==> config.mk <==
export PLATFORM = sky130hd
export DESIGN_NAME = dcra_top
export DESIGN_NICKNAME = d
export VERILOG_FILES = /design/src/core/dcra_pkg.sv /design/src/core/dcra_channel.sv /design/src/core/dcra_top.sv
export VERILOG_INCLUDE_DIRS = /design/src /design/src/core
export SDC_FILE = /design/constraint.sdc
export NUM_CORES = 1
export LEC_CHECK = 0
export BUFFER_PORTS_ARGS = -buffer_cell sky130_fd_sc_hd__buf_2
export CAP_MARGIN = 20
export CELL_PAD_IN_SITES_DETAIL_PLACEMENT = 0
export CELL_PAD_IN_SITES_GLOBAL_PLACEMENT = 1
export CORE_MARGIN = 8
export CORE_UTILIZATION = 48
export CTS_CLUSTER_DIAMETER = 60
export DETAILED_ROUTE_END_ITERATION = 12
export PLACE_DENSITY = 0.9
export SLEW_MARGIN = 20
export SYNTH_ARGS = -nofsm -noshare
export SYNTH_HDL_FRONTEND = slang
export SYNTH_SLANG_ARGS = --single-unit
==> constraint.sdc <==
create_clock -name i_ref_clk -period 5.5 [get_ports i_ref_clk]
set_clock_uncertainty 0.15 [all_clocks]
set_input_delay 0 -clock i_ref_clk [delete_from_list [all_inputs] [get_ports i_ref_clk]]
set_output_delay 0 -clock i_ref_clk [all_outputs]
set_load 0.02 [all_outputs]
==> src/core/dcra_regs.svh <==
/*
 * constants of the dual channel ratio and angle unit: timing counts and status bit positions.
 * assumes a 40 MHz reference clock; included by the package and the design modules.
 */
//
// Behaviour
// - each of the two channels gets a ratio and an angle measured against the other channel.
// - ratio and angle of a channel are updated together on concurrent pulses, at most ten per second.
// - the status word of a channel holds separate validity flags for ratio and angle.
// - an event pulse marks each result update, in which ratio and angle are written together.
// - measurement runs continuously with no configuration or enable.
// - results are meaningful only while the concurrent frequency does not exceed the channel's.
// - ratio is the number of channel pulses between two consecutive concurrent pulses.
// - angle is the time from the last channel pulse to the next concurrent pulse.
// - one angle unit is half a microsecond.
// - angle is computed only above 40 Hz, otherwise it is forced to 65535.
`ifndef DCRA_REGS_SVH
`define DCRA_REGS_SVH

`define DCRA_CLK_HZ 40000000
`define DCRA_TICK_HZ 2000000
`define DCRA_TICK_DIV (`DCRA_CLK_HZ / `DCRA_TICK_HZ)
// 40 Hz -> 25 ms -> 50000 ticks of 0.5 us
`define DCRA_MIN_FREQ_HZ 40
`define DCRA_ANGLE_LIMIT (`DCRA_TICK_HZ / `DCRA_MIN_FREQ_HZ)
// 10 updates per second -> 100 ms between updates
`define DCRA_MAX_UPD_HZ 10
`define DCRA_UPD_GAP_TICKS (`DCRA_TICK_HZ / `DCRA_MAX_UPD_HZ)
`define DCRA_FORCED_ANGLE 16'hffff
`define DCRA_ST_RATIO_VALID 0
`define DCRA_ST_ANGLE_VALID 1

`endif

==> src/core/dcra_pkg.sv <==
/*
 * types of the dual channel ratio and angle unit.
 * assumes dcra_regs.svh is on the include path.
 */
`include "dcra_regs.svh"

package dcra_pkg;

    typedef struct packed {
        logic [15:0] ratio;
        logic [15:0] angle;
        logic [1:0] status;
    } dcra_result_t;

    typedef enum logic [1:0] {
        DCRA_IDLE = 2'b00,
        DCRA_ARMED = 2'b01,
        DCRA_RUN = 2'b10
    } dcra_state_t;

endpackage : dcra_pkg

==> src/core/dcra_channel.sv <==
/*
 * one measuring channel: counts own pulses and times the angle against the concurrent input.
 * assumes single-cycle pulse strobes synchronous to i_ref_clk and a shared 2 MHz tick enable.
 */
`timescale 1ns/100ps
`include "dcra_regs.svh"

module dcra_channel #(
    parameter int unsigned UPD_GAP = `DCRA_UPD_GAP_TICKS,
    parameter int unsigned ANGLE_LIMIT = `DCRA_ANGLE_LIMIT
) (
    input wire logic i_ref_clk,
    input wire logic i_rst_n,
    input wire logic i_tick,
    input wire logic i_own_pulse,
    input wire logic i_conc_pulse,
    output dcra_pkg::dcra_result_t o_result,
    output logic o_event
);

    ////////////////////////////////////////////////////////////////////////////////
    dcra_pkg::dcra_state_t state;
    dcra_pkg::dcra_state_t next_state;
    logic [15:0] pulse_cnt;
    logic [16:0] angle_cnt;
    logic [23:0] gap_cnt;
    logic seen_own;

    localparam logic [16:0] ANGLE_MAX = 17'(ANGLE_LIMIT);
    localparam logic [23:0] GAP_MAX = 24'(UPD_GAP);

    // ratio saturation is not done: above 65535 the value wraps and is undefined
    wire [15:0] next_pulse_cnt = pulse_cnt + 16'h0001;
    wire angle_slow = (angle_cnt >= ANGLE_MAX) || !seen_own;
    wire gap_ok = (gap_cnt >= GAP_MAX);
    wire do_update = i_conc_pulse && (state == dcra_pkg::DCRA_RUN) && gap_ok;
    wire angle_hold = angle_cnt[16] || (angle_cnt[15:0] == 16'hffff);

    ////////////////////////////////////////////////////////////////////////////////
    always_comb begin
        next_state = state;
        case (state)
            dcra_pkg::DCRA_IDLE: begin
                // first concurrent pulse only arms; the second opens the counting window (no enable needed)
                if (i_conc_pulse) begin
                    next_state = dcra_pkg::DCRA_ARMED;
                end
            end
            dcra_pkg::DCRA_ARMED: begin
                if (i_conc_pulse) begin
                    next_state = dcra_pkg::DCRA_RUN;
                end
            end
            dcra_pkg::DCRA_RUN: next_state = dcra_pkg::DCRA_RUN;
            default: next_state = dcra_pkg::DCRA_IDLE;
        endcase
    end

    always_ff @(posedge i_ref_clk) begin
        if (!i_rst_n) begin
            state <= dcra_pkg::DCRA_IDLE;
        end else begin
            state <= (state == dcra_pkg::DCRA_ARMED && i_conc_pulse) ? dcra_pkg::DCRA_RUN
                : next_state;
        end
    end

    ////////////////////////////////////////////////////////////////////////////////
    // pulse count between concurrent pulses; window restarts on every concurrent pulse
    always_ff @(posedge i_ref_clk) begin
        if (!i_rst_n) begin
            pulse_cnt <= 16'h0000;
        end else if (i_conc_pulse) begin
            pulse_cnt <= {15'h0000, i_own_pulse};
        end else if (i_own_pulse) begin
            pulse_cnt <= next_pulse_cnt;
        end
    end

    // angle timer restarts on each own pulse, counts 0.5 us ticks
    always_ff @(posedge i_ref_clk) begin
        if (!i_rst_n) begin
            angle_cnt <= 17'h00000;
            seen_own <= 1'b0;
        end else if (i_own_pulse) begin
            angle_cnt <= 17'h00000;
            seen_own <= 1'b1;
        end else if (i_tick && !angle_hold) begin
            angle_cnt <= angle_cnt + 17'h00001;
        end
    end

    // spacing of updates so no more than ten results per second
    always_ff @(posedge i_ref_clk) begin
        if (!i_rst_n) begin
            gap_cnt <= 24'h000000;
        end else if (do_update) begin
            gap_cnt <= 24'h000000;
        end else if (i_tick && !gap_ok) begin
            gap_cnt <= gap_cnt + 24'h000001;
        end
    end

    ////////////////////////////////////////////////////////////////////////////////
    always_ff @(posedge i_ref_clk) begin
        if (!i_rst_n) begin
            o_result <= '0;
            o_event <= 1'b0;
        end else begin
            o_event <= do_update;
            if (do_update) begin
                o_result.ratio <= pulse_cnt;
                o_result.status[`DCRA_ST_RATIO_VALID] <= 1'b1;
                if (angle_slow) begin
                    o_result.angle <= `DCRA_FORCED_ANGLE;
                    o_result.status[`DCRA_ST_ANGLE_VALID] <= 1'b0;
                end else begin
                    o_result.angle <= angle_cnt[15:0];
                    o_result.status[`DCRA_ST_ANGLE_VALID] <= 1'b1;
                end
            end
        end
    end

endmodule : dcra_channel

==> src/core/dcra_top.sv <==
/*
 * dual channel ratio and angle unit: two channels, each measured against the other.
 * assumes pulse inputs are one-cycle strobes already synchronous to the 40 MHz clock.
 */
`timescale 1ns/100ps
`include "dcra_regs.svh"

module dcra_top #(
    parameter int unsigned TICK_DIV = `DCRA_TICK_DIV,
    parameter int unsigned UPD_GAP = `DCRA_UPD_GAP_TICKS,
    parameter int unsigned ANGLE_LIMIT = `DCRA_ANGLE_LIMIT
) (
    input wire logic i_ref_clk,
    input wire logic i_rst_n,
    input wire logic i_pulse_a,
    input wire logic i_pulse_b,
    output dcra_pkg::dcra_result_t o_result_a,
    output dcra_pkg::dcra_result_t o_result_b,
    output logic o_event_a,
    output logic o_event_b
);

    ////////////////////////////////////////////////////////////////////////////////
    // 2 MHz tick enable shared by both channels
    logic [7:0] div_cnt;
    localparam logic [7:0] DIV_LAST = 8'(TICK_DIV - 1);
    wire tick = (div_cnt == DIV_LAST);

    always_ff @(posedge i_ref_clk) begin
        if (!i_rst_n) begin
            div_cnt <= 8'h00;
        end else begin
            div_cnt <= tick ? 8'h00 : div_cnt + 8'h01;
        end
    end

    ////////////////////////////////////////////////////////////////////////////////
    // symmetric pair; results hold meaning only if concurrent rate <= own rate
    dcra_channel #(.UPD_GAP(UPD_GAP), .ANGLE_LIMIT(ANGLE_LIMIT)) u_chan_a (
        .i_ref_clk(i_ref_clk),
        .i_rst_n(i_rst_n),
        .i_tick(tick),
        .i_own_pulse(i_pulse_a),
        .i_conc_pulse(i_pulse_b),
        .o_result(o_result_a),
        .o_event(o_event_a)
    );

    dcra_channel #(.UPD_GAP(UPD_GAP), .ANGLE_LIMIT(ANGLE_LIMIT)) u_chan_b (
        .i_ref_clk(i_ref_clk),
        .i_rst_n(i_rst_n),
        .i_tick(tick),
        .i_own_pulse(i_pulse_b),
        .i_conc_pulse(i_pulse_a),
        .o_result(o_result_b),
        .o_event(o_event_b)
    );

endmodule : dcra_top

Word level (Yosys, flattened, before mapping). Index checks and enable logic that the tools add are counted. W data, S select, Z words.

Register bits after elaboration: 198. Word-level logic and storage cells: 98.

Add/subtract/negate cells: 7. $lt $le $gt $ge: 4. Equal/unequal tests: 15. Muxes and demuxes: 14. Bitwise logic cells: 1. Reduce and logical (&&, ||, !) cells: 34.

Operators with widths (number): $add A24 B1 Y24 const B (2); $ge A24 B18 Y1 const B (2); $add A17 B1 Y17 const B (2); $ge A17 B16 Y1 const B (2); $mux W17 (2); $add A16 B1 Y16 const B (2); $eq A16 B16 Y1 const B (2); $reduce_or A2 Y1 (7); $mux W2 (6); $pmux W2 S3 (2); $logic_and A1 B1 Y1 (10); $add A8 B1 Y8 const B (1); $eq A8 B5 Y1 const B (1); $ne A2 B2 Y1 const B (4); $reduce_and A2 Y1 (4); $logic_not A1 Y1 (6); $ne A3 B2 Y1 const B (2); $ne A3 B3 Y1 const B (2); $eq A2 B1 Y1 const B (2); $eq A2 B2 Y1 const B (2); $logic_not A2 Y1 (2); $logic_or A1 B1 Y1 (4); $mux W1 (4); $reduce_bool A2 Y1 (1); $not A1 Y1 (1).

Logic depth before layout (Yosys ltp). Gate-level depths: netlist of the first run.

Depth in word-level cells: 4. Mapped depth: 9. Mapped depth without buffers: 8.

Modules after synthesis. A second synthesis of the first run with hierarchy kept.

Cell total of the unflattened synthesis: 925. Area total of the unflattened synthesis: 8324.2 sq um.

By module, submodules not included: dcra_channel (instances 2, cells each 444, area an instance 3977.6 sq um, sequential area each 1901.8 sq um); dcra_top (instances 1, cells each 37, area an instance 369.1 sq um, sequential area each 160.2 sq um).

Worst setup path before layout of the first run. Ideal clock, no wire load.

Path type: register to register. From: reg u_chan_a.angle_cnt[8]. To: reg u_chan_a.angle_cnt[11]. Arrival time: 2.117 ns. Path slack: 3.105 ns. Cell stages (with the launch flop): 10. Buffers on the path: 1. Cell sequence: dfxtp_1 > and4_1 > nand4_1 > or3_1 > ha_1 > nand3_1 > clkbuf_1 > nor3_1 > xnor2_1 > nor2_1.

Cells in the longest elaborated chain, start to end: 4. Elaborated cells on any way between the ends: 5. Classes of those cells: add/sub (1); eq/ne (1); reduce/logical (3).

Ends and longest elaborated chain: from (decl) (line dcra_channel.sv:25) `logic [16:0] angle_cnt;`; from (signal assigned) (line dcra_channel.sv:89) `angle_cnt <= angle_cnt + 17'h00001;`; branches (longest 4 deep; another with $add A17 B1 Y17).

Several ways; the timed one is not identified. A chain may end at the register's enable or synchronous reset.

Worst setup path in the final report of the first run.
From: reg u_chan_a.gap_cnt[6]. To: reg u_chan_a.gap_cnt[10].

Cells in the longest elaborated chain, start to end: 3. Elaborated cells on any way between the ends: 6. Classes of those cells: add/sub (1); order compare (1); reduce/logical (4).

Ends and longest elaborated chain: from (decl) (line dcra_channel.sv:26) `logic [23:0] gap_cnt;`; from (signal assigned) (line dcra_channel.sv:100) `gap_cnt <= gap_cnt + 24'h000001;`; $ge A24 B18 Y1 (line dcra_channel.sv:35) `wire gap_ok = (gap_cnt >= GAP_MAX);`; $logic_and A1 B1 Y1 / $logic_not A1 Y1 (equally long branches) (line dcra_channel.sv:36, dcra_channel.sv:99); $reduce_or A2 Y1 (no source line) / $logic_and A1 B1 Y1 (equally long branches).

Several ways; a longest one is shown, not always the timed one.

==> summary.md, run 1 <==
| Metric | Value |
|---|---|
| Yosys top cell area share | `47.5%` |
| Clock sinks | `198` |
| Hold_sp | `div_cnt[0]$_SDFF_PP0_` |
| Crit. End Element | `flop` |
| Layout cells sized above 1 | `a little under an eighth` |
| Most common cell after layout, fill and taps aside | `dfxtp_1` |
| Core box area | `approximately 0.017 mm^2` |
| Die area | `~0.022 mm^2` |
| Non-Filler Instances | `around 1300` |
| Seq/Total Area, Yosys | `between 40% and 50%` |
| Syn_nets | `between 1000 and 1500` |
| GP Congestion | `between 0.7 and 0.8` |
| Antenna-violating nets left | `0` |
| Largest net degree at the start of global routing | `79` |
| Reported leakage power | `roughly 3.5 nW` |
| Post CTS Setup Buffer Count | `0` |
| WL/cell | `13.8 um` |
| Number of synthesized register bits | `roughly 200` |
| Kind of critical path | `reg2reg` |
| Synth area leaders | `dfxtp_1 47%, nor2_1 6.5%, xnor2_1 5.7%` |
| Initial DRC Count | `just under 400` |
| HPWL Detailed | `approximately 12000 um` |
| Clock root buffer | `clkbuf_16` |
| Slew headroom | `a little over a third` |
| Post-synth design cell area | `about 0.0084 mm^2` |
| CTS tree | `done` |
| Critical Path Source Type | `flop` |
| Total routed wirelength | `~17000 um` |
| Post-synth EDFFs | `0` |
| Initial antenna violation count | `0` |
| Vias in the first global route | `6192` |
| I/O pin count | `74` |
| Slowest cell on crit path | `a211oi_2` |
| Prevailing post-synth register cell | `dfxtp_1` |
| CP required | `~5700 ps` |
| Status | `complete, no violations` |
| Min-delay worst type | `reg2reg` |
| Most frequent cells in the layout | `198 x dfxtp_1, 145 x nor2_1, 86 x nor3_1, 78 x nand2_1, 73 x buf_2` |
| Mapped Cells | `between 900 and 1000` |
| Yosys warning total | `0` |
| Starting density of the core | `about half` |
| Number of cells on the critical path | `6` |
| Max clock buf depth | `2` |
| Inst Count DP | `~1200` |
| Max Cap Viol | `0` |
| IR drop worst, VDD | `0.233 mV` |
| Final hold slack | `292 ps` |
| Int Power | `2.14 mW` |
| Power share of the sequential group | `52.1%` |
| PwrDens | `about 300 mW/mm^2` |
| CTS buffer count | `17` |
| Comb pwr share | `about 4.7%` |
| Area leader, netlist | `dfxtp_1` |
| Total number of vias | `6637` |
| DRC viols | `0` |
| Gr usage total | `about 16%` |
| Worst r2r path cells | `6` |
| Skew-Pair Late Insertion Delay | `440 ps` |
| Sw frac | `a little under a quarter` |
| Worst-path clk slew | `approximately 70 ps` |
| Vias/cell | `approximately 5.2` |
| Ys async rst share | `0%` |
| Peak fanout along the critical path | `59` |
| Global-route wire length before repair | `~30000 um` |
| Fin crit period | `between 3000 and 4000 ps` |
| RSZ-0062 raised after global routing | `no` |
| Worst flop-to-flop path endpoint | `u_chan_a.gap_cnt[10]$_SDFFE_PP0P_` |
| Worst Hold Depth | `1` |
| Port Buffers | `73` |
| Fin Setup TNS | `0 ps` |
| Psw | `672 uW` |
| Slowest stage delay, CP | `840 ps` |
| Die H | `~150 um` |
| Period utilization | `roughly 55%` |
| FMAX | `about 330 MHz` |
| Library cells used by synthesis | `44` |
| Crit Reg-Reg Startpoint | `u_chan_a.gap_cnt[6]$_SDFFE_PP0P_` |
| H-Tree Depth | `4` |
| Arrival time worst endpoint | `3150 ps` |
| Die Wd | `148 um` |
| Hold endpoint | `div_cnt[0]$_SDFF_PP0_` |
| Pre-Repair DR Iteration Count | `7` |
| Grt total ovfl | `0` |
| Crit-path cells | `o21ai_0, a211oi_2, o211ai_1, buf_4, nand2_1, nor2_1` |
| Worst Tran Pin Value | `around 960 ps` |
| Syn-to-layout area delta | `13.3%` |
| Setup-failing EPs final | `0` |
| Cell family with most CP delay | `compound AO/OA/AOI/OAI gates` |
| Clock Power Share | `between 40% and 50%` |
| Slew Limit Fails | `0` |
| Row Count | `between 40 and 50` |
| Nets | `about 1100` |
| CP Buf/Inv Count | `1` |
| R2R Setup Slk | `about 2500 ps` |
| Final Hold Viols | `0` |
| Avg Inst Size Synth | `around 8.6 um^2` |
| Number of diodes | `0` |
==> worst max path at each step <==
stage	slack [ps]	to	start
after global routing	2150	u_chan_a.gap_cnt[10]$_SDFFE_PP0P_	u_chan_a.gap_cnt[6]$_SDFFE_PP0P_
after detailed placement	2480	u_chan_a.gap_cnt[10]$_SDFFE_PP0P_	u_chan_a.gap_cnt[6]$_SDFFE_PP0P_
after global placement	2600	u_chan_a.gap_cnt[1]$_SDFFE_PP0P_	u_chan_a.gap_cnt[6]$_SDFFE_PP0P_
after CTS	2440	u_chan_a.gap_cnt[10]$_SDFFE_PP0P_	u_chan_a.gap_cnt[6]$_SDFFE_PP0P_
final	2500	u_chan_a.gap_cnt[10]$_SDFFE_PP0P_	u_chan_a.gap_cnt[6]$_SDFFE_PP0P_
after floorplan	3110	u_chan_a.angle_cnt[11]$_SDFFE_PP0P_	u_chan_a.angle_cnt[8]$_SDFFE_PP0P_
==> area by class of cell <==
class	count	area [um^2]
multi-input combinational	691	4060
fill	1608	7710
clock buffer	18	429
timing repair buffer	84	455
tap	225	282
sequential	198	3960
inverter	35	131
clock inverter	14	146
==> state kept, by name, summed over array words and instances, names as in the netlist <==
signal,cells
u_chan_a.state,2
div_cnt,8
u_chan_b.seen_own,1
u_chan_b.state,2
u_chan_a.pulse_cnt,16
u_chan_b.pulse_cnt,16
u_chan_a.o_result,34
u_chan_b.angle_cnt,17
u_chan_b.o_event,1
u_chan_a.o_event,1
u_chan_b.gap_cnt,24
u_chan_a.seen_own,1
u_chan_a.gap_cnt,24
u_chan_a.angle_cnt,17
u_chan_b.o_result,34
==> cells by family after synthesis <==
kind of cell / share of synthesized area [%]
adder cells (fa/ha/maj): 3.15
AO/OA/AOI/OAI: 5.08
multiplexers: 2.64
flip-flops: 47.5
XOR/XNOR: 8.60
buffers and inverters: 3.97
AND/OR/NAND/NOR: 29.1
==> what timing repair did <==
action,CTS,global route
hold buffers,3,0
gates resized for setup,0,0
endpoints found under the hold margin,32,0
==> layer usage <==
layer	up-vias	routed length [um]	GRT usage [%]
li1	3427	-	-
met1	3100	8440	20.7
met2	94	8150	26.6
met3	16	703	3.85
met4	0	170	5.97
met5	-	0	0
==> synthesized netlist by cell type, types with 22 or more instances <==
master / number
a21oi_1: 43
and3_1: 27
clkbuf_1: 38
dfxtp_1: 198
inv_1: 34
mux2i_1: 22
nand2_1: 78
nand3_1: 39
nor2_1: 145
nor3_1: 86
nor4_1: 27
xnor2_1: 54
xor2_1: 28
==> metrics by stage <==
stage / power (mW) / utilization, % / worst slack (ps) / instance area (um^2)
5_1_grt: 2.92 / 55.1 / 2150 / 9470
3_3_place_gp: 1.62 / 51.6 / 2600 / 8860
2_1_floorplan: 1.60 / - / 3110 / 8350
3_5_place_dp: 1.63 / 51.6 / 2480 / 8860
4_1_cts: 2.83 / 55.1 / 2440 / 9470
6_report: 2.81 / 55.1 / 2500 / 9470
==> power groups by stage <==
stage	registers [mW]	clock network (mW)	logic, mW
2_1_floorplan	1.49	0	0.103
4_1_cts	1.46	1.24	0.134
5_1_grt	1.47	1.30	0.157
3_3_place_gp	1.50	0	0.127
3_5_place_dp	1.50	0	0.132
6_report	1.46	1.21	0.133
Note: power is estimated with default switching activity, not from simulation.
==> run 2, diff against run 1 <==
--- a/config.mk
+++ b/config.mk
@@ -6,15 +6,16 @@
 export SDC_FILE = /design/constraint.sdc
 export NUM_CORES = 1
 export LEC_CHECK = 0
+export ABC_AREA = 1
 export BUFFER_PORTS_ARGS = -buffer_cell sky130_fd_sc_hd__buf_2
 export CAP_MARGIN = 20
 export CELL_PAD_IN_SITES_DETAIL_PLACEMENT = 0
 export CELL_PAD_IN_SITES_GLOBAL_PLACEMENT = 1
 export CORE_MARGIN = 8
-export CORE_UTILIZATION = 48
+export CORE_UTILIZATION = 40
 export CTS_CLUSTER_DIAMETER = 60
 export DETAILED_ROUTE_END_ITERATION = 12
-export PLACE_DENSITY = 0.9
+export PLACE_DENSITY = 0.83
 export SLEW_MARGIN = 20
 export SYNTH_ARGS = -nofsm -noshare
 export SYNTH_HDL_FRONTEND = slang
==> constraint.sdc (replaced) <==
create_clock -name i_ref_clk -period 2.66 [get_ports i_ref_clk]
set_clock_uncertainty 0.15 [all_clocks]
set_input_delay 0 -clock i_ref_clk [delete_from_list [all_inputs] [get_ports i_ref_clk]]
set_output_delay 0 -clock i_ref_clk [all_outputs]
set_load 0.02 [all_outputs]
==> run 2 against run 1 <==
  * Critical path type unchanged
  * Worst setup slack got worse by 2200 ps
  * Critical path depth up 4
  * Wire length rose by 26%
  * Register-to-register slack worse by 2200 ps
  * Flip-flop and latch count unchanged
  * Cell count is 34% higher
  * Die area increased by 31%
  * Core utilization decreased by 9.6 points
==> summary.md, run 2 <==
| Metric | Value |
|---|---|
| Status | `complete, no violations (unchanged)` |
| Yosys top cell area share | `42.1% (was 47.5%)` |
| GP Congestion | `0.851 (was 0.766)` |
| Starting density of the core | `40.4% (was 48.6%)` |
| Total routed wirelength | `21900 um (was 17500 um)` |
| Slowest stage delay, CP | `380 ps (was 840 ps)` |
| Sw frac | `23.6% (was 23.9%)` |
| Max clock buf depth | `2 (unchanged)` |
| Port Buffers | `73 (unchanged)` |
| Comb pwr share | `4.3% (was 4.7%)` |
| Post-synth design cell area | `0.00943 mm^2 (was 0.00835 mm^2)` |
| Syn_nets | `1338 (was 1001)` |
| Total number of vias | `8254 (was 6637)` |
| I/O pin count | `74 (unchanged)` |
| Antenna-violating nets left | `0 (unchanged)` |
| Synth area leaders | `dfxtp_1 42%, nand2_1 15%, nand3_1 6.2% (was dfxtp_1 47%, nor2_1 6.5%, xnor2_1 5.7%)` |
| Syn-to-layout area delta | `12.6% (was 13.3%)` |
| Nets | `1394 (was 1052)` |
| Fin crit period | `2360 ps (was 3000 ps)` |
| Power share of the sequential group | `50.3% (was 52.1%)` |
| Die H | `170 um (was 148 um)` |
| Seq/Total Area, Yosys | `42.1% (was 47.5%)` |
| Mapped Cells | `1313 (was 976)` |
| CTS tree | `done (unchanged)` |
| DRC viols | `0 (unchanged)` |
| WL/cell | `12.9 um (was 13.8 um)` |
| Cell with the most instances after synthesis | `nand2_1 (was dfxtp_1)` |
| Kind of critical path | `reg2reg (unchanged)` |
| Worst-path clk slew | `70 ps (about the same)` |
| Core box area | `0.0233 mm^2 (was 0.0172 mm^2)` |
| Int Power | `4.58 mW (was 2.14 mW)` |
| Most common cell after layout, fill and taps aside | `nand2_1 (was dfxtp_1)` |
| Number of synthesized register bits | `198 (unchanged)` |
| R2R Setup Slk | `300 ps (was 2500 ps)` |
| CTS buffer count | `17 (unchanged)` |
| Reported leakage power | `4.20 nW (was 3.47 nW)` |
| PwrDens | `565 mW/mm^2 (was 297 mW/mm^2)` |
| Max Cap Viol | `0 (unchanged)` |
| Die area | `0.0287 mm^2 (was 0.0219 mm^2)` |
| Post CTS Setup Buffer Count | `0 (unchanged)` |
| Number of diodes | `0 (unchanged)` |
| Arrival time worst endpoint | `2570 ps (was 3150 ps)` |
| Most frequent cells in the layout | `368 x nand2_1, 198 x dfxtp_1, 122 x inv_1, 118 x nor2_1, 116 x nand3_1 (was 198 x dfxtp_1, 145 x nor2_1, 86 x nor3_1, 78 x nand2_1, 73 x buf_2)` |
| Grt total ovfl | `0 (unchanged)` |
| HPWL Detailed | `15400 um (was 11500 um)` |
| Peak fanout along the critical path | `16 (was 59)` |
| Gr usage total | `15.6% (was 16.4%)` |
| H-Tree Depth | `4 (unchanged)` |
| Crit. End Element | `flop (unchanged)` |
| Slowest cell on crit path | `dfxtp_1 (was a211oi_2)` |
| Psw | `1.42 mW (was 672 uW)` |
| RSZ-0062 raised after global routing | `no (unchanged)` |
| Die Wd | `170 um (was 148 um)` |
| IR drop worst, VDD | `0.347 mV (was 0.233 mV)` |
| Critical Path Source Type | `flop (unchanged)` |
| Skew-Pair Late Insertion Delay | `430 ps (was 440 ps)` |
| Vias in the first global route | `7753 (was 6192)` |
| Global-route wire length before repair | `37700 um (was 29800 um)` |
| Worst Tran Pin Value | `686 ps (was 957 ps)` |
| Row Count | `56 (was 48)` |
| Library cells used by synthesis | `36 (was 44)` |
| Clock root buffer | `clkbuf_16 (unchanged)` |
| Pre-CTS WS | `230 ps (was 2480 ps)` |
| Clock Power Share | `45.4% (was 43.2%)` |
| Post-synth top cells | `368 x nand2_1, 198 x dfxtp_1, 122 x inv_1 (was 198 x dfxtp_1, 145 x nor2_1, 86 x nor3_1)` |
| Period utilization | `88.6% (was 54.6%)` |
| Initial DRC Count | `453 (was 397)` |
| Layout cells sized above 1 | `11.6% (about the same)` |
| Largest registers | `u_chan_a.o_result x34, u_chan_b.o_result x34 (unchanged)` |
| Prevailing post-synth register cell | `dfxtp_1 (unchanged)` |
| Slew headroom | `54.1% (was 36.1%)` |
| Clock sinks | `198 (unchanged)` |
| Fin Setup TNS | `0 ps (unchanged)` |
| Setup-failing EPs final | `0 (unchanged)` |
| Crit-path cells | `ha_1, nand3_1, nor2_1, nand3_1, ha_1, inv_1, nor2_4, inv_1, o21ai_0, a21oi_1 (was o21ai_0, a211oi_2, o211ai_1, buf_4, nand2_1, nor2_1)` |
| Vias/cell | `4.85 (was 5.25)` |
| Initial antenna violation count | `0 (unchanged)` |
| Yosys warning total | `0 (unchanged)` |
| Fillers | `2418 (was 1608)` |
| Ys async rst share | `0% (unchanged)` |
| Slew Limit Fails | `0 (unchanged)` |
| Pre-Repair DR Iteration Count | `6 (was 7)` |
| Final Hold Viols | `0 (unchanged)` |
| Min-delay worst type | `reg2reg (unchanged)` |
| CP required | `2880 ps (was 5650 ps)` |
| Area leader, netlist | `dfxtp_1 (unchanged)` |
| Avg Inst Size Synth | `7.18 um^2 (was 8.56 um^2)` |
| FMAX | `424 MHz (was 333 MHz)` |
| Post-route setup slack | `303 ps (was 2500 ps)` |
| Tot Pwr | `6.00 mW (was 2.81 mW)` |
| Largest net degree at the start of global routing | `42 (was 79)` |
| Post-synth EDFFs | `0 (unchanged)` |
[run 2: cell count changes in the layout (fill, tap and decap cells not counted), moves of 42 or more]
cell	previous run	this run
nand2_1	78	368
inv_1	34	122
nand3_1	39	116
nor3_1	86	26
a21oi_1	43	98
xnor2_1	54	12
[run 2: timing repair]
item	in CTS	in global routing
hold buffers	3	0
gates resized for setup	0	1
setup endpoints to repair	0	1
hold endpoints to repair	45	0
[run 2: cells by family (layout without fill, tap and decap cells)]
group           count (synthesis)  count (layout)  share of synthesized area [%]
compound gates                179             179                           10.3
xor+xnor                       45              45                           4.18
fa+ha+maj                      21              21                           2.79
buf+inv                       175             244                           8.00
flops                         198             198                           42.1
simple gates                  695             695                           32.7
[run 2: final cells by class]
| cell class | count | area (um^2) | area share, % |
|---|---|---|---|
| Clock inverter | 15 | 189 | 1.78 |
| Sequential cell | 198 | 3960 | 37.3 |
| Multi-Input combinational cell | 940 | 4710 | 44.4 |
| Timing Repair Buffer | 80 | 425 | 4.01 |
| Clock buffer | 17 | 425 | 4.01 |
| Tap cell | 319 | 399 | 3.76 |
| Inverter | 132 | 498 | 4.69 |
[run 2: worst max-delay path, delay by kind of cell, from the launching register on]
family | cells | cell delay (ps)
buffers and inverters | 2 | 460
flip-flops | 1 | 380
AND/OR/NAND/NOR | 4 | 590
adder cells (fa/ha/maj) | 2 | 450
AO/OA/AOI/OAI | 2 | 260
[run 2: worst paths after layout]
path	cells past startpoint	from	endpoint
worst min register to register	2	u_chan_b.gap_cnt[18]$_SDFFE_PP0P_	u_chan_b.gap_cnt[18]$_SDFFE_PP0P_
worst min-delay path	2	u_chan_b.gap_cnt[18]$_SDFFE_PP0P_	u_chan_b.gap_cnt[18]$_SDFFE_PP0P_
worst max register to register	10	u_chan_b.angle_cnt[0]$_SDFFE_PP0P_	u_chan_b.angle_cnt[16]$_SDFFE_PP0P_
worst max-delay path	10	u_chan_b.angle_cnt[0]$_SDFFE_PP0P_	u_chan_b.angle_cnt[16]$_SDFFE_PP0P_
[run 2: per-layer routing]
metal / up-vias / wire, um / track usage, % / share of wire (%)
met5: - / 0 / 0 / 0
met4: 0 / 331 / 5.00 / 1.5
met3: 29 / 1020 / 4.00 / 4.7
met2: 128 / 9610 / 24.4 / 44
met1: 3744 / 11000 / 20.9 / 50
li1: 4353 / - / - / -
[run 2: power groups by stage]
| stage | registers, mW | clock network [mW] | logic (mW) |
|---|---|---|---|
| global route | 3.02 | 2.92 | 0.303 |
| floorplan | 3.08 | 0 | 0.207 |
| detailed placement | 3.09 | 0 | 0.258 |
| global placement | 3.09 | 0 | 0.251 |
| CTS | 3.02 | 2.79 | 0.263 |
| finish | 3.02 | 2.72 | 0.260 |
[run 2: stage by stage]
step	instance area [um^2]	instances	hold slack (ps)	util [%]
floorplan	9430	1313	-9.55	-
global route	10600	1701	303	45.5
detailed placement	9960	1666	208	42.7
finish	10600	1701	286	45.5
global placement	9960	1666	194	42.7
CTS	10600	1701	286	45.5
==> run 3, diff against run 2 <==
--- a/config.mk
+++ b/config.mk
@@ -12,11 +12,13 @@
 export CELL_PAD_IN_SITES_DETAIL_PLACEMENT = 0
 export CELL_PAD_IN_SITES_GLOBAL_PLACEMENT = 1
 export CORE_MARGIN = 8
-export CORE_UTILIZATION = 40
+export CORE_UTILIZATION = 47
 export CTS_CLUSTER_DIAMETER = 60
 export DETAILED_ROUTE_END_ITERATION = 12
-export PLACE_DENSITY = 0.83
+export GPL_TIMING_DRIVEN = 0
+export PLACE_DENSITY = 0.91
 export SLEW_MARGIN = 20
 export SYNTH_ARGS = -nofsm -noshare
 export SYNTH_HDL_FRONTEND = slang
+export SYNTH_HIERARCHICAL = 1
 export SYNTH_SLANG_ARGS = --single-unit
==> constraint.sdc (replaced) <==
create_clock -name i_ref_clk -period 2.8 [get_ports i_ref_clk]
set_clock_uncertainty 0.15 [all_clocks]
set_input_delay 0 -clock i_ref_clk [delete_from_list [all_inputs] [get_ports i_ref_clk]]
set_output_delay 0 -clock i_ref_clk [all_outputs]
set_load 0.02 [all_outputs]
==> run 3 against run 2 <==
  * Cell count decreased by 1.9%
  * Clock power decreased by 13%
  * Die area decreased by 15%
  * Hold slack got worse by 7.6 ps
  * Maximum frequency decreased by 1.6%
  * Design area decreased by 0.46%
  * Clock-buffer cell count increased by 2
  * Critical path type unchanged
==> summary.md, run 3 <==
| Metric | Value |
|---|---|
| Status | `complete, no violations (unchanged)` |
| Skew-Pair Late Insertion Delay | `430 ps (about the same)` |
| Syn-to-layout area delta | `14.2% (was 12.6%)` |
| Core box area | `0.0194 mm^2 (was 0.0233 mm^2)` |
| WL/cell | `12.5 um (was 12.9 um)` |
| Peak fanout along the critical path | `9 (was 16)` |
| DRC viols | `0 (unchanged)` |
| Clock sinks | `198 (unchanged)` |
| HPWL Detailed | `15500 um (was 15400 um)` |
| Vias in the first global route | `7665 (was 7753)` |
| Max Cap Viol | `0 (unchanged)` |
| Total number of vias | `8219 (was 8254)` |
| Tot Pwr | `5.52 mW (was 6.00 mW)` |
| Worst-path clk slew | `80 ps (was 70 ps)` |
| Period utilization | `85.6% (was 88.6%)` |
| GP Congestion | `0.873 (was 0.851)` |
| Syn_nets | `1321 (was 1338)` |
| M1 GR Usage | `24.1% (was 20.9%)` |
| Gr usage total | `17.6% (was 15.6%)` |
| Number of diodes | `0 (unchanged)` |
| Cell with the most instances after synthesis | `nand2_1 (unchanged)` |
| Post-synth EDFFs | `0 (unchanged)` |
| Multi-input gate area in the final layout | `0.00451 mm^2 (was 0.00471 mm^2)` |
| Seq/Total Area, Yosys | `42.8% (was 42.1%)` |
| Grt total ovfl | `0 (unchanged)` |
| Die area | `0.0244 mm^2 (was 0.0287 mm^2)` |
| Largest net degree at the start of global routing | `19 (was 42)` |
| Mapped Cells | `1295 (was 1313)` |
| Slew headroom | `59.9% (was 54.1%)` |
| Final Hold Viols | `0 (unchanged)` |
| RSZ-0062 raised after global routing | `no (unchanged)` |
| Final hold slack | `278 ps (was 286 ps)` |
| Critical Path Source Type | `flop (unchanged)` |
| Post-synth top cells | `359 x nand2_1, 198 x dfxtp_1, 148 x inv_1 (was 368 x nand2_1, 198 x dfxtp_1, 122 x inv_1)` |
| H-Tree Depth | `4 (unchanged)` |
| Most common cell after layout, fill and taps aside | `nand2_1 (unchanged)` |
| Setup-failing EPs final | `0 (unchanged)` |
| Global-route wire length before repair | `36100 um (was 37700 um)` |
| Ys async rst share | `0% (unchanged)` |
| Prevailing post-synth register cell | `dfxtp_1 (unchanged)` |
| Port Buffers | `73 (unchanged)` |
| Synth area leaders | `dfxtp_1 43%, nand2_1 15%, a21oi_1 6.6% (was dfxtp_1 42%, nand2_1 15%, nand3_1 6.2%)` |
| Initial antenna violation count | `0 (unchanged)` |
| Largest registers | `u_chan_a/o_result x34, u_chan_b/o_result x34 (was u_chan_a.o_result x34, u_chan_b.o_result x34)` |
| Yosys top cell area share | `42.8% (was 42.1%)` |
| IR drop worst, VDD | `0.424 mV (was 0.347 mV)` |
| Fin Setup TNS | `0 ps (unchanged)` |
| FMAX | `417 MHz (was 424 MHz)` |
| Fin crit period | `2400 ps (was 2360 ps)` |
| Area leader, netlist | `dfxtp_1 (unchanged)` |
| Crit. End Element | `flop (unchanged)` |
| Post CTS Setup Buffer Count | `0 (unchanged)` |
| CTS tree | `done (unchanged)` |
| Reported leakage power | `4.37 nW (was 4.20 nW)` |
| Row Count | `51 (was 56)` |
| Avg Inst Size Synth | `7.15 um^2 (was 7.18 um^2)` |
| Die Wd | `156 um (was 170 um)` |
| Die H | `156 um (was 170 um)` |
| Reg area | `0.00396 mm^2 (unchanged)` |
| Number of synthesized register bits | `198 (unchanged)` |
| Initial DRC Count | `473 (was 453)` |
| Starting density of the core | `47.7% (was 40.4%)` |
| Post-route setup slack | `404 ps (was 303 ps)` |
| CTS buffer count | `17 (unchanged)` |
| Min-delay worst type | `reg2reg (unchanged)` |
| CP required | `2960 ps (was 2880 ps)` |
| Pre-CTS WS | `285 ps (was 230 ps)` |
| Kind of critical path | `reg2reg (unchanged)` |
| Pre-Repair DR Iteration Count | `6 (unchanged)` |
| Vias/cell | `4.93 (was 4.85)` |
| Antenna-violating nets left | `0 (unchanged)` |
| Met2 Use GR | `27.6% (was 24.4%)` |
| I/O pin count | `74 (unchanged)` |
| Yosys warning total | `6 (was 0)` |
| Layout cells sized above 1 | `12.6% (was 11.6%)` |
| Worst Tran Pin Value | `601 ps (was 686 ps)` |
| Post-synth design cell area | `0.00925 mm^2 (was 0.00943 mm^2)` |
| Arrival time worst endpoint | `2560 ps (was 2570 ps)` |
| Fillers | `1960 (was 2418)` |
| PwrDens | `523 mW/mm^2 (was 565 mW/mm^2)` |
| Most frequent cells in the layout | `359 x nand2_1, 198 x dfxtp_1, 148 x inv_1, 122 x a21oi_1, 111 x nor2_1 (was 368 x nand2_1, 198 x dfxtp_1, 122 x inv_1, 118 x nor2_1, 116 x nand3_1)` |
| Max clock buf depth | `2 (unchanged)` |
| Total routed wirelength | `20900 um (was 21900 um)` |
| Met3 Usage GRT | `4.03% (was 4.00%)` |
| Clock root buffer | `clkbuf_16 (unchanged)` |
| Busiest grt layer | `met2 (unchanged)` |
| Library cells used by synthesis | `36 (unchanged)` |
| Slew Limit Fails | `0 (unchanged)` |
| Nets | `1416 (was 1394)` |
==> run 3: cell count changes in the layout (fill, tap and decap cells not counted), sizes merged, moves of 12 or more <==
cell / change
xnor2: -12
a21oi: +14
buf: +18
o21ai: -21
xor2: -12
clkbuf: +14
inv: +23
==> run 3: worst paths after layout <==
check / startpoint / endpoint / slack [ps] / depth (start not counted)
worst max-delay path: div_cnt[0]$_SDFF_PP0_ / u_chan_b/angle_cnt[13]$_SDFFE_PP0P_ / 400 / 13
worst min-delay path: u_chan_b/gap_cnt[23]$_SDFFE_PP0P_ / u_chan_b/gap_cnt[23]$_SDFFE_PP0P_ / 280 / 2
worst max register to register: div_cnt[0]$_SDFF_PP0_ / u_chan_b/angle_cnt[13]$_SDFFE_PP0P_ / 400 / 13
worst min register to register: u_chan_b/gap_cnt[23]$_SDFFE_PP0P_ / u_chan_b/gap_cnt[23]$_SDFFE_PP0P_ / 280 / 2
==> run 3: timing repair <==
item	CTS	global route
gates resized for setup	0	3
endpoints found under the hold margin	36	0
setup endpoints to repair	0	6
hold buffers	3	0
==> run 3: critical path: stages (launching register included) <==
cell and delay [ps]:
dfxtp_1 420, ha_1 210, inv_1 60, nor2_1 90, nand2_1 70, nor2_2 120
buf_2 240, nand2_2 160, inv_2 120, nand4_2 160, nor2_4 190, nand3_1 100
o21ai_0 150, a21oi_1 60
==> run 3: logic make-up after synthesis <==
| kind of cell | count (synthesis) | synth area share [%] |
|---|---|---|
| fa+ha+maj | 22 | 2.97 |
| simple gates | 685 | 33.2 |
| compound gates | 180 | 10.5 |
| xor+xnor | 21 | 1.99 |
| flops | 198 | 42.8 |
| buf+inv | 189 | 8.53 |
==> run 3: final cells by class <==
type                    instances  share of cell area [%]
well taps                     265                    3.14
repair buffers                 76                    3.74
multi-input cells             908                    42.7
clock buffers                  19                    4.10
flip-flops and latches        198                    37.5
clock inverters                13                    1.30
inverters                     155                    5.51
plain buffers                  34                    1.97
==> run 3: routing by layer <==
metal | routed length [um] | vias up
met5 | 0 | -
met4 | 161 | 0
met3 | 878 | 15
met2 | 9270 | 132
met1 | 10500 | 3718
li1 | - | 4354
==> run 3: through the flow <==
step                cell area (um^2)  cells  util (%)
floorplan                       9250   1295         -
global placement                9950   1633      51.3
detailed placement              9950   1633      51.3
CTS                            10600   1668      54.4
global route                   10600   1668      54.5
finish                         10600   1668      54.5
==> run 3: power breakdown <==
| group | switching [mW] | internal (mW) |
|---|---|---|
| registers | 0.0245 | 2.85 |
| clock network | 1.12 | 1.26 |
| logic | 0.181 | 0.0897 |
| total | 1.33 | 4.20 |
